<file path="src/hw/ina_pkg.sv">
// Behaviour
// - packets already in execute phase one run on through phase five
// - packets not yet in execute phase one are annulled and refetched
// - refetched code sees pre-entry results with no delay slots left
// - urgent interrupt is taken in a maskable handler, enable clear or not
// - inside the urgent handler no urgent or maskable interrupt is taken
// - setting the global enable in a maskable handler re-admits maskable requests
// - nesting overwrites previous enable; both bits written separately
// - both return pointers are readable and writable by software
// - maskable entry saves then clears global enable; urgent clears its own
// - first annulled packet address goes to the matching return pointer
package ina_pkg;
  localparam int ADDR_W         = 32;
  localparam int CSR_W          = 32;
  localparam int CSR_GEN_BIT    = 0;
  localparam int CSR_PREV_BIT   = 1;
  localparam int EXEC_DEPTH     = 5;
  localparam int NUM_MASKABLE   = 12;
  localparam logic [31:0] CSR_RESET = 32'h0000_0000;
  localparam logic [31:0] PTR_RESET = 32'h0000_0000;
  typedef enum logic [1:0] {
    INA_SEL_CSR  = 2'b00,
    INA_SEL_IRP  = 2'b01,
    INA_SEL_UPTR = 2'b10,
    INA_SEL_UEN  = 2'b11
  } ina_sel_t;
endpackage : ina_pkg

</file>
<file path="src/hw/ina_exec_pipe.sv">
`timescale 1ns/100ps
////////////////////////////////////////////////////////////////////////////
// execute-phase tracker: packets in e1..e5 always drain, never annulled
module ina_exec_pipe #(
  parameter int DEPTH = ina_pkg::EXEC_DEPTH
) (
  input  wire logic clk,
  input  wire logic reset_n,
  input  wire logic e1_issue,
  output logic      e5_retire,
  output logic      busy
);
  // a single stage leaves no shift path to build
  if (DEPTH < 2) begin : g_bad
    $error("depth must be at least two");
  end
  logic [DEPTH-1:0] stage_r;
  logic [DEPTH-1:0] stage_nxt;
  assign stage_nxt = {stage_r[DEPTH-2:0], e1_issue};
  always_ff @(posedge clk or negedge reset_n) begin
    if (!reset_n) stage_r <= '0;
    else stage_r <= stage_nxt;
  end
  assign e5_retire = stage_r[DEPTH-1];
  assign busy      = |stage_r;
endmodule : ina_exec_pipe

</file>
<file path="src/hw/ina_core.sv">
`timescale 1ns/100ps
module ina_core #(
  parameter int NUM_MASKABLE = ina_pkg::NUM_MASKABLE
) (
  input  wire logic                        clk,
  input  wire logic                        reset_n,
  // interrupt sources, already flagged and unmasked per line
  input  wire logic [NUM_MASKABLE-1:0]     maskable_irq_lines,
  input  wire logic                        urgent_irq,
  // pipeline side
  input  wire logic                        e1_issue,
  input  wire logic [ina_pkg::ADDR_W-1:0]  next_packet_addr,
  input  wire logic                        return_maskable,
  input  wire logic                        return_urgent,
  // control register port from the move-to-control path
  input  wire logic                        ctl_wr,
  input  wire ina_pkg::ina_sel_t           ctl_sel,
  input  wire logic [31:0]                 ctl_wdata,
  output logic      [31:0]                 ctl_rdata,
  // entry outcome
  output logic                             take_maskable,
  output logic                             take_urgent,
  output logic                             annul_fetch,
  output logic                             e5_retire,
  output logic                             global_irq_enable,
  output logic                             previous_global_enable,
  output logic                             urgent_irq_enable,
  output logic      [ina_pkg::ADDR_W-1:0]  maskable_return_pointer,
  output logic      [ina_pkg::ADDR_W-1:0]  urgent_return_pointer
);
  if (NUM_MASKABLE < 1 || NUM_MASKABLE > ina_pkg::NUM_MASKABLE) begin : g_bad
    $error("maskable line count out of range");
  end
  ////////////////////////////////////////////////////////////////////////////
  logic                       glob_en_r, prev_en_r, urg_en_r, in_urgent_r;
  logic [ina_pkg::ADDR_W-1:0] irp_r, urg_ptr_r;
  logic                       pipe_busy;
  logic                       issue_kept;

  ina_exec_pipe #(.DEPTH(ina_pkg::EXEC_DEPTH)) u_pipe (
    .clk       (clk),
    .reset_n   (reset_n),
    .e1_issue  (issue_kept),
    .e5_retire (e5_retire),
    .busy      (pipe_busy)
  );

  // urgent needs its own enable only; the global enable plays no part
  wire any_mask = |maskable_irq_lines;
  assign take_urgent   = urgent_irq & urg_en_r & ~in_urgent_r;
  assign take_maskable = any_mask & glob_en_r & urg_en_r & ~in_urgent_r
                         & ~take_urgent;
  // packets not yet in e1 are dropped; fetch restarts at the saved pointer
  assign annul_fetch = take_urgent | take_maskable;
  // a packet offered in the entry cycle is the first annulled one
  assign issue_kept  = e1_issue & ~annul_fetch;

  wire wr_csr     = ctl_wr & (ctl_sel == ina_pkg::INA_SEL_CSR);
  wire wr_irp     = ctl_wr & (ctl_sel == ina_pkg::INA_SEL_IRP);
  wire wr_urg_ptr = ctl_wr & (ctl_sel == ina_pkg::INA_SEL_UPTR);
  wire wr_urg_en  = ctl_wr & (ctl_sel == ina_pkg::INA_SEL_UEN);

  ////////////////////////////////////////////////////////////////////////////
  // entry wins over a same-cycle software write so the hardware save holds
  logic glob_en_nxt, prev_en_nxt, urg_en_nxt;
  assign glob_en_nxt = take_maskable ? 1'b0 :
                       wr_csr ? ctl_wdata[ina_pkg::CSR_GEN_BIT] :
                       glob_en_r;
  assign prev_en_nxt = take_maskable ? glob_en_r :
                       wr_csr ? ctl_wdata[ina_pkg::CSR_PREV_BIT] :
                       prev_en_r;
  // software may only set the urgent enable, so no handler can lose it
  assign urg_en_nxt  = take_urgent ? 1'b0 :
                       (return_urgent | (wr_urg_en & ctl_wdata[0])) ? 1'b1 :
                       urg_en_r;

  always_ff @(posedge clk or negedge reset_n) begin
    if (!reset_n) begin
      glob_en_r <= 1'b0;
      prev_en_r <= 1'b0;
      urg_en_r  <= 1'b0;
    end else begin
      glob_en_r <= glob_en_nxt;
      prev_en_r <= prev_en_nxt;
      urg_en_r  <= urg_en_nxt;
    end
  end

  // urgent handler lasts from entry until the urgent return pulse
  always_ff @(posedge clk or negedge reset_n) begin
    if (!reset_n) in_urgent_r <= 1'b0;
    else if (take_urgent) in_urgent_r <= 1'b1;
    else if (return_urgent) in_urgent_r <= 1'b0;
  end

  always_ff @(posedge clk or negedge reset_n) begin
    if (!reset_n) begin
      irp_r     <= ina_pkg::PTR_RESET;
      urg_ptr_r <= ina_pkg::PTR_RESET;
    end else begin
      if (take_maskable) irp_r <= next_packet_addr;
      else if (wr_irp) irp_r <= ctl_wdata;
      if (take_urgent) urg_ptr_r <= next_packet_addr;
      else if (wr_urg_ptr) urg_ptr_r <= ctl_wdata;
    end
  end

  wire [31:0] csr_word = {{(ina_pkg::CSR_W-2){1'b0}},
                          prev_en_r, glob_en_r};
  assign ctl_rdata = (ctl_sel == ina_pkg::INA_SEL_CSR)  ? csr_word :
                     (ctl_sel == ina_pkg::INA_SEL_IRP)  ? irp_r :
                     (ctl_sel == ina_pkg::INA_SEL_UPTR) ? urg_ptr_r :
                     {{31{1'b0}}, urg_en_r};

  assign global_irq_enable       = glob_en_r;
  assign previous_global_enable  = prev_en_r;
  assign urgent_irq_enable       = urg_en_r;
  assign maskable_return_pointer = irp_r;
  assign urgent_return_pointer   = urg_ptr_r;

  ////////////////////////////////////////////////////////////////////////////
  property p_maskable_saves;
    @(posedge clk) disable iff (!reset_n)
    take_maskable |=> !glob_en_r && (prev_en_r == $past(glob_en_r));
  endproperty
  a_maskable_saves: assert property (p_maskable_saves)
    else $error("maskable entry did not save and clear enable");
  property p_urgent_clears;
    @(posedge clk) disable iff (!reset_n)
    take_urgent |=> !urg_en_r && in_urgent_r;
  endproperty
  a_urgent_clears: assert property (p_urgent_clears)
    else $error("urgent entry did not clear its enable");
  property p_irp_load;
    @(posedge clk) disable iff (!reset_n)
    take_maskable |=> irp_r == $past(next_packet_addr);
  endproperty
  a_irp_load: assert property (p_irp_load)
    else $error("maskable return pointer not loaded");
  property p_uptr_load;
    @(posedge clk) disable iff (!reset_n)
    take_urgent && !wr_irp |=> urg_ptr_r == $past(next_packet_addr)
      && irp_r == $past(irp_r);
  endproperty
  a_uptr_load: assert property (p_uptr_load)
    else $error("urgent return pointer not loaded");
  property p_no_nest_urgent;
    @(posedge clk) disable iff (!reset_n)
    in_urgent_r |-> !take_urgent && !take_maskable;
  endproperty
  a_no_nest_urgent: assert property (p_no_nest_urgent)
    else $error("interrupt taken inside urgent handler");
  property p_urgent_ignores_glob;
    @(posedge clk) disable iff (!reset_n)
    urgent_irq && urg_en_r && !in_urgent_r && !glob_en_r |-> take_urgent;
  endproperty
  a_urgent_ignores_glob: assert property (p_urgent_ignores_glob)
    else $error("urgent interrupt refused with enable clear");
  property p_glob_nest;
    @(posedge clk) disable iff (!reset_n)
    any_mask && glob_en_r && urg_en_r && !in_urgent_r && !urgent_irq
      |-> take_maskable;
  endproperty
  a_glob_nest: assert property (p_glob_nest)
    else $error("enabled maskable interrupt not taken");
  property p_drain;
    @(posedge clk) disable iff (!reset_n)
    issue_kept |-> ##5 e5_retire;
  endproperty
  a_drain: assert property (p_drain)
    else $error("issued packet did not retire at fifth phase");
  property p_csr_sep;
    @(posedge clk) disable iff (!reset_n)
    wr_csr && !take_maskable |=>
      glob_en_r == $past(ctl_wdata[ina_pkg::CSR_GEN_BIT]) &&
      prev_en_r == $past(ctl_wdata[ina_pkg::CSR_PREV_BIT]);
  endproperty
  a_csr_sep: assert property (p_csr_sep)
    else $error("control status write lost");
  property p_urgent_refused;
    @(posedge clk) disable iff (!reset_n)
    !urg_en_r || in_urgent_r |-> !take_urgent;
  endproperty
  a_urgent_refused: assert property (p_urgent_refused)
    else $error("urgent interrupt taken while refused");
  property p_mask_refused;
    @(posedge clk) disable iff (!reset_n)
    !glob_en_r |-> !take_maskable;
  endproperty
  a_mask_refused: assert property (p_mask_refused)
    else $error("maskable interrupt taken with enable clear");
  property p_urgent_return;
    @(posedge clk) disable iff (!reset_n)
    return_urgent && !take_urgent |=> urg_en_r && !in_urgent_r;
  endproperty
  a_urgent_return: assert property (p_urgent_return)
    else $error("urgent return did not reopen interrupts");
  property p_irp_write;
    @(posedge clk) disable iff (!reset_n)
    wr_irp && !take_maskable |=> irp_r == $past(ctl_wdata);
  endproperty
  a_irp_write: assert property (p_irp_write)
    else $error("maskable return pointer write lost");
  property p_uptr_write;
    @(posedge clk) disable iff (!reset_n)
    wr_urg_ptr && !take_urgent |=> urg_ptr_r == $past(ctl_wdata);
  endproperty
  a_uptr_write: assert property (p_uptr_write)
    else $error("urgent return pointer write lost");
  property p_csr_read;
    @(posedge clk) disable iff (!reset_n)
    ctl_sel == ina_pkg::INA_SEL_CSR
      |-> ctl_rdata[ina_pkg::CSR_GEN_BIT] == glob_en_r;
  endproperty
  a_csr_read: assert property (p_csr_read)
    else $error("global enable not in bit zero of read word");
  property p_retire_kept;
    @(posedge clk) disable iff (!reset_n)
    e5_retire |-> $past(issue_kept, 5);
  endproperty
  a_retire_kept: assert property (p_retire_kept)
    else $error("annulled packet retired");
  property p_idle_quiet;
    @(posedge clk) disable iff (!reset_n)
    !pipe_busy |=> !e5_retire;
  endproperty
  a_idle_quiet: assert property (p_idle_quiet)
    else $error("retire seen from an empty pipeline");
endmodule : ina_core

</file>
<file path="config.mk">
export PLATFORM = sky130hd
export DESIGN_NAME = ina_core
export DESIGN_NICKNAME = d
export VERILOG_FILES = /design/src/hw/ina_pkg.sv /design/src/hw/ina_exec_pipe.sv /design/src/hw/ina_core.sv
export SDC_FILE = /design/constraint.sdc
export NUM_CORES = 1
export LEC_CHECK = 0
export BUFFER_PORTS_ARGS = -buffer_cell sky130_fd_sc_hd__buf_2
export CORE_MARGIN = 2
export CORE_UTILIZATION = 51
export CTS_BUF_LIST = sky130_fd_sc_hd__clkbuf_8
export CTS_CLUSTER_DIAMETER = 50
export DETAILED_ROUTE_END_ITERATION = 12
export HOLD_SLACK_MARGIN = 0.03
export PLACE_DENSITY_LB_ADDON = 0.05
export SKIP_CTS_REPAIR_TIMING = 1
export SYNTH_ARGS = -nofsm -noshare
export SYNTH_HDL_FRONTEND = slang
export SYNTH_SLANG_ARGS = --single-unit
</file>
<file path="constraint.sdc">
create_clock -name clk -period 4.4 [get_ports clk]
set_input_delay 0.88 -clock clk [delete_from_list [all_inputs] [get_ports clk]]
set_output_delay 0.88 -clock clk [all_outputs]
set_load 0.01 [all_outputs]
</file>
# [Yosys cells after proc, flatten, opt, wreduce, memory -nomap -nowiden]
# Index checks and enable logic that the tools add are counted.
[totals] ff_bits=73 input_bits=85 out_inout_bits=103 word_cells=49
[classes] n_eq_ne=3 n_mux=15 n_bitwise=17 n_reduce_logical=7
[op_table] cell="2-to-1 mux 32 bit" n=7
[op_table] cell="AND 1 bit" n=12
[op_table] cell="OR reduction 12 bit" n=1
[op_table] cell="nonzero test 2 bit" n=5
[op_table] cell="2-to-1 mux 1 bit" n=8
[op_table] cell="== test 2 bit, second input constant" n=2
[op_table] cell="inverter 1 bit" n=3
[op_table] cell="== test 2 x 1 -> 1 bit, second input constant" n=1
[op_table] cell="logical NOT 2 bit" n=1
[op_table] cell="OR 1 bit" n=2

# [Longest topological paths before layout]
[depth] depth_word=8 mapped_depth=8 mapped_depth_nobuf=6

# [Hierarchy]
# A second synthesis with hierarchy kept.
[unflattened] hier_cells=355 hier_area_um2=3885.0
[by_module_without_submodules] mod="ina_core" n_inst=1 cells_per_inst=347 area_each_um2=3747.3 seq_area_each_um2=1701.6
[by_module_without_submodules] mod="ina_exec_pipe" n_inst=1 cells_per_inst=8 area_each_um2=137.6 seq_area_each_um2=125.1

# [Least setup slack after synthesis]
# No wires, ideal clock.
[synth_timing] path_type="input to output" startpoint="input maskable_irq_lines[2]" endpoint="output take_maskable" arrival_ns=1.703 required_ns=3.520 setup_slack_ns=1.817 stages=5 path_cell_list="nor4_1 a31oi_1 nor2b_1 buf_2 buf_2"
[synth_via] elab_chain_len=5
[synth_lines] element="from (decl)" line="ina_core.sv:8" source="input wire logic [NUM_MASKABLE-1:0] maskable_irq_lines,"
[synth_lines] element="OR reduction 12 bit" line="ina_core.sv:49" source="wire any_mask = |maskable_irq_lines;"
[synth_lines] element="AND 1 bit (3 in series)" line="ina_core.sv:51" source="assign take_maskable = any_mask & glob_en_r & urg_en_r & ~in_urgent_r"
[synth_lines] element="AND 1 bit" line="ina_core.sv:52" source="& ~take_urgent;"
[synth_lines] element="to (decl)" line="ina_core.sv:21" source="output logic take_maskable,"
# Every way passes these cells.

# [Final worst setup path]
[layout_timing] startpoint="input ctl_sel[1]" endpoint="output ctl_rdata[16]"
[layout_via] elab_chain_len=4
[layout_lines] element="from (decl)" line="ina_core.sv:17" source="input wire ina_pkg::ina_sel_t ctl_sel,"
[layout_lines] element="== test 2 bit" line="ina_core.sv:112" source="(ctl_sel == ina_pkg::INA_SEL_UPTR) ? urg_ptr_r :"
[layout_lines] element="2-to-1 mux 32 bit" line="ina_core.sv:112"
[layout_lines] element="2-to-1 mux 32 bit" line="ina_core.sv:111" source="(ctl_sel == ina_pkg::INA_SEL_IRP) ? irp_r :"
[layout_lines] element="2-to-1 mux 32 bit *" line="ina_core.sv:110" source="assign ctl_rdata = (ctl_sel == ina_pkg::INA_SEL_CSR) ? csr_word :"
[layout_lines] element="to (decl)" line="ina_core.sv:19" source="output logic [31:0] ctl_rdata,"
# Mark *: on every way between the ends. The rest lies on a longest branch, timed or not.

==> impl_results.md <==
* Mapped Nets at 436
* Post-synthesis instance area at 0.00381 sq mm
* Critical Path Sink: ctl_rdata[16]
* Reg2reg setup slack at 2070 ps
* Place WS at 1370 ps
* Vias/cell at 5.44
* Routed wire per std cell at 16.2 um
* DP Area at 0.00481 sq mm
* Worst Path Max Fanout at 31
* Layout area overhead at 31.7%
* Count of cell types in the netlist at 29
* Most frequent cells in the layout: buf_2, dfrtp_1, nand2_1
* Min-delay src: u_pipe.stage_r[1]$_DFF_PN0_
* Slew headroom at 37.0%
* Post-synth top area cell: dfrtp_1
* Clock Path Buffers at 2
* Share of layout cells above drive strength 1 at 51.8%
* Syn Area/Cell at 10.9 sq um
* Post-Layout Inst Area at 0.00502 sq mm
* Via total after detailed routing at 3437
* Reg-to-reg critical path endpoint: urgent_return_pointer[19]$_DFFE_PN0P_
* Synth area leaders: dfrtp_1, mux2_4, mux2_2
* DR pass1 iterations at 4
* Crit end category: output pin
* CP Launch Type: primary input
* # diodes at 0
* Sequential element share of the synthesized area at 47.9%
* Worst r2r path cells at 9
* H-tree depth at 3
* Tcrit/Tclk final at 67.7%
* Clock skew at 6.07 ps
* Die W at 90.4 um
* Setup WS post-layout at 1420 ps
* Initial antenna violation count at 0
* Vias in the first global route at 3367
* Final core utilization at 69.2%
* Overall Power at 3.33 mW
* TritonCTS Sinks at 73
* YS warnings at 0
* Final Hold Vio Count at 0
* IO Count at 188
* Gr ovfl total at 0
* Synth Register Bits at 73
* Largest net degree at the start of global routing at 74
* Fin Setup TNS at 0 ps
* Worst slew pin tran at 945 ps
* RSZ-0062 raised after global routing: false
* Antenna Nets Post-Route at 0
* Top cell type's share of synthesized area at 47.9%
* Largest stage delay on the critical path at 680 ps
* Initial core utilization at 52.5%
* Synthesized instance count at 351
* Core Region at 0.00725 sq mm
* TritonCTS Buffers at 9
* TritonCTS clock tree: yes
* Worst path depth at 4
* Worst skew pair latency at 350 ps
* CP Buf/Inv Count at 2
* EDFF count, synth at 0
* Worst path cell trace: buf_2, and2b_2, a22o_1, buf_2
* Most common cell after layout, fill and taps aside: buf_2
* Outcome: finished, final reports clean
* Pwr dens at 663 mW/mm^2
* Storage cell area at 0.00183 sq mm
* Layout net count at 613
* Ys flop type: dfrtp_1
* Input/output buffers at 186
* Crit-path most repeated cell: buf_2
* Max Slew Vio Count at 0
* Asr flop ratio synth at 100%
* CTS root buf: clkbuf_8
* DIE AREA at 0.00818 sq mm
* HP Class: reg -> reg
* Req. time, crit path at 3520 ps
* Crit path DAT at 2100 ps
* Min Tclk post-route at 2980 ps
* Leak at 2.58 nW
* Global-route wire length before repair at 16.8 mm
* Die height at 90.4 um
* WL final at 10.2 mm
* Crit Reg-Reg Startpoint: in_urgent_r$_DFFE_PN0P_
* Critical path origin: ctl_sel[1]
* Max Cap Viol at 0
* Slowest-stage cell, CP: and2b_2
* FILL cells at 617
* Final HPWL DP at 6.82 mm
* CP Class: in -> out
* DRC at 0
* Delay-heaviest family, CP: simple AND/OR/NAND/NOR gates
* CTS clk-pin slew, worst paths at 70 ps
* Fmax at 336 MHz
* Area of the multi-input gates at 0.00185 sq mm
* GP Congestion at 0.776
* Setup violators final at 0
* 1st-iter DRT viols at 143
* Peak VDD IR at 0.370 mV
* Gr usage total at 25.5%
* Row cnt at 31
layout make-up:
type                            instances  area share (%)
Clock inverter                          4           0.848
Sequential cell                        73            36.4
Tap cell                               99            2.47
Inverter                                3           0.224
Clock buffer                           12            3.29
Timing Repair Buffer                  193            19.9
Multi-Input combinational cell        248            36.8
worst reg2reg max path, delay by kind of cell, from the launching register on:
kind | cells | cell delay (ps)
AO/OA/AOI/OAI | 2 | 660
flip-flops | 1 | 380
buffers and inverters | 5 | 1070
AND/OR/NAND/NOR | 2 | 130
cell usage after synthesis, types with 3 or more instances:
master	count
clkbuf_1	13
nor2_1	35
mux2_4	30
a31oi_1	33
nand2_1	65
mux2_2	32
nor4_1	3
dfrtp_1	73
a22o_1	30
buf_6	3
nor2b_1	3
buf_2	9
cells by family (layout without fill, tap and decap cells):
family / count (synthesis) / count (layout) / share of synthesized area (%)
buf+inv: 30 / 212 / 3.84
compound gates: 68 / 68 / 13.1
simple gates: 113 / 113 / 12.1
mux: 67 / 67 / 23.0
flops: 73 / 73 / 47.9
per-stage QoR:
step | hold WS, ps | instances
after floorplan | 331 | 351
after global placement | 338 | 616
after detailed placement | 337 | 616
after CTS | 354 | 632
after global routing | 361 | 632
final | 352 | 632
flip-flops by register name, indices dropped and copies added, names as in the netlist:
register and flops:
global_irq_enable 1, urgent_return_pointer 32, maskable_return_pointer 32, urgent_irq_enable 1, previous_global_enable 1, in_urgent_r 1, u_pipe.stage_r 5
report_power, final:
part	total, mW	internal (mW)	switching [mW]	leakage (nW)
registers	1.25	0.997	0.257	0.838
clock network	0.549	0.304	0.245	0.115
logic	1.52	0.794	0.728	1.63
worst min-delay path by stage:
stage          slack [ps]  cells past startpoint                           to
2_1_floorplan         330                      0  u_pipe.stage_r[1]$_DFF_PN0_
3_5_place_dp          340                      0  u_pipe.stage_r[3]$_DFF_PN0_
4_1_cts               350                      0  u_pipe.stage_r[2]$_DFF_PN0_
5_1_grt               360                      0  u_pipe.stage_r[2]$_DFF_PN0_
6_report              350                      0  u_pipe.stage_r[2]$_DFF_PN0_
3_3_place_gp          340                      0  u_pipe.stage_r[4]$_DFF_PN0_
routing by layer:
layer | GRT usage [%] | vias to the layer above | routed length [um]
li1 | - | 1601 | -
met1 | 33.5 | 1667 | 4240
met2 | 41.9 | 156 | 5040
met3 | 5.68 | 13 | 807
met4 | 8.72 | 0 | 131
met5 | 0 | - | 0
(Power assumes the default switching activity.)
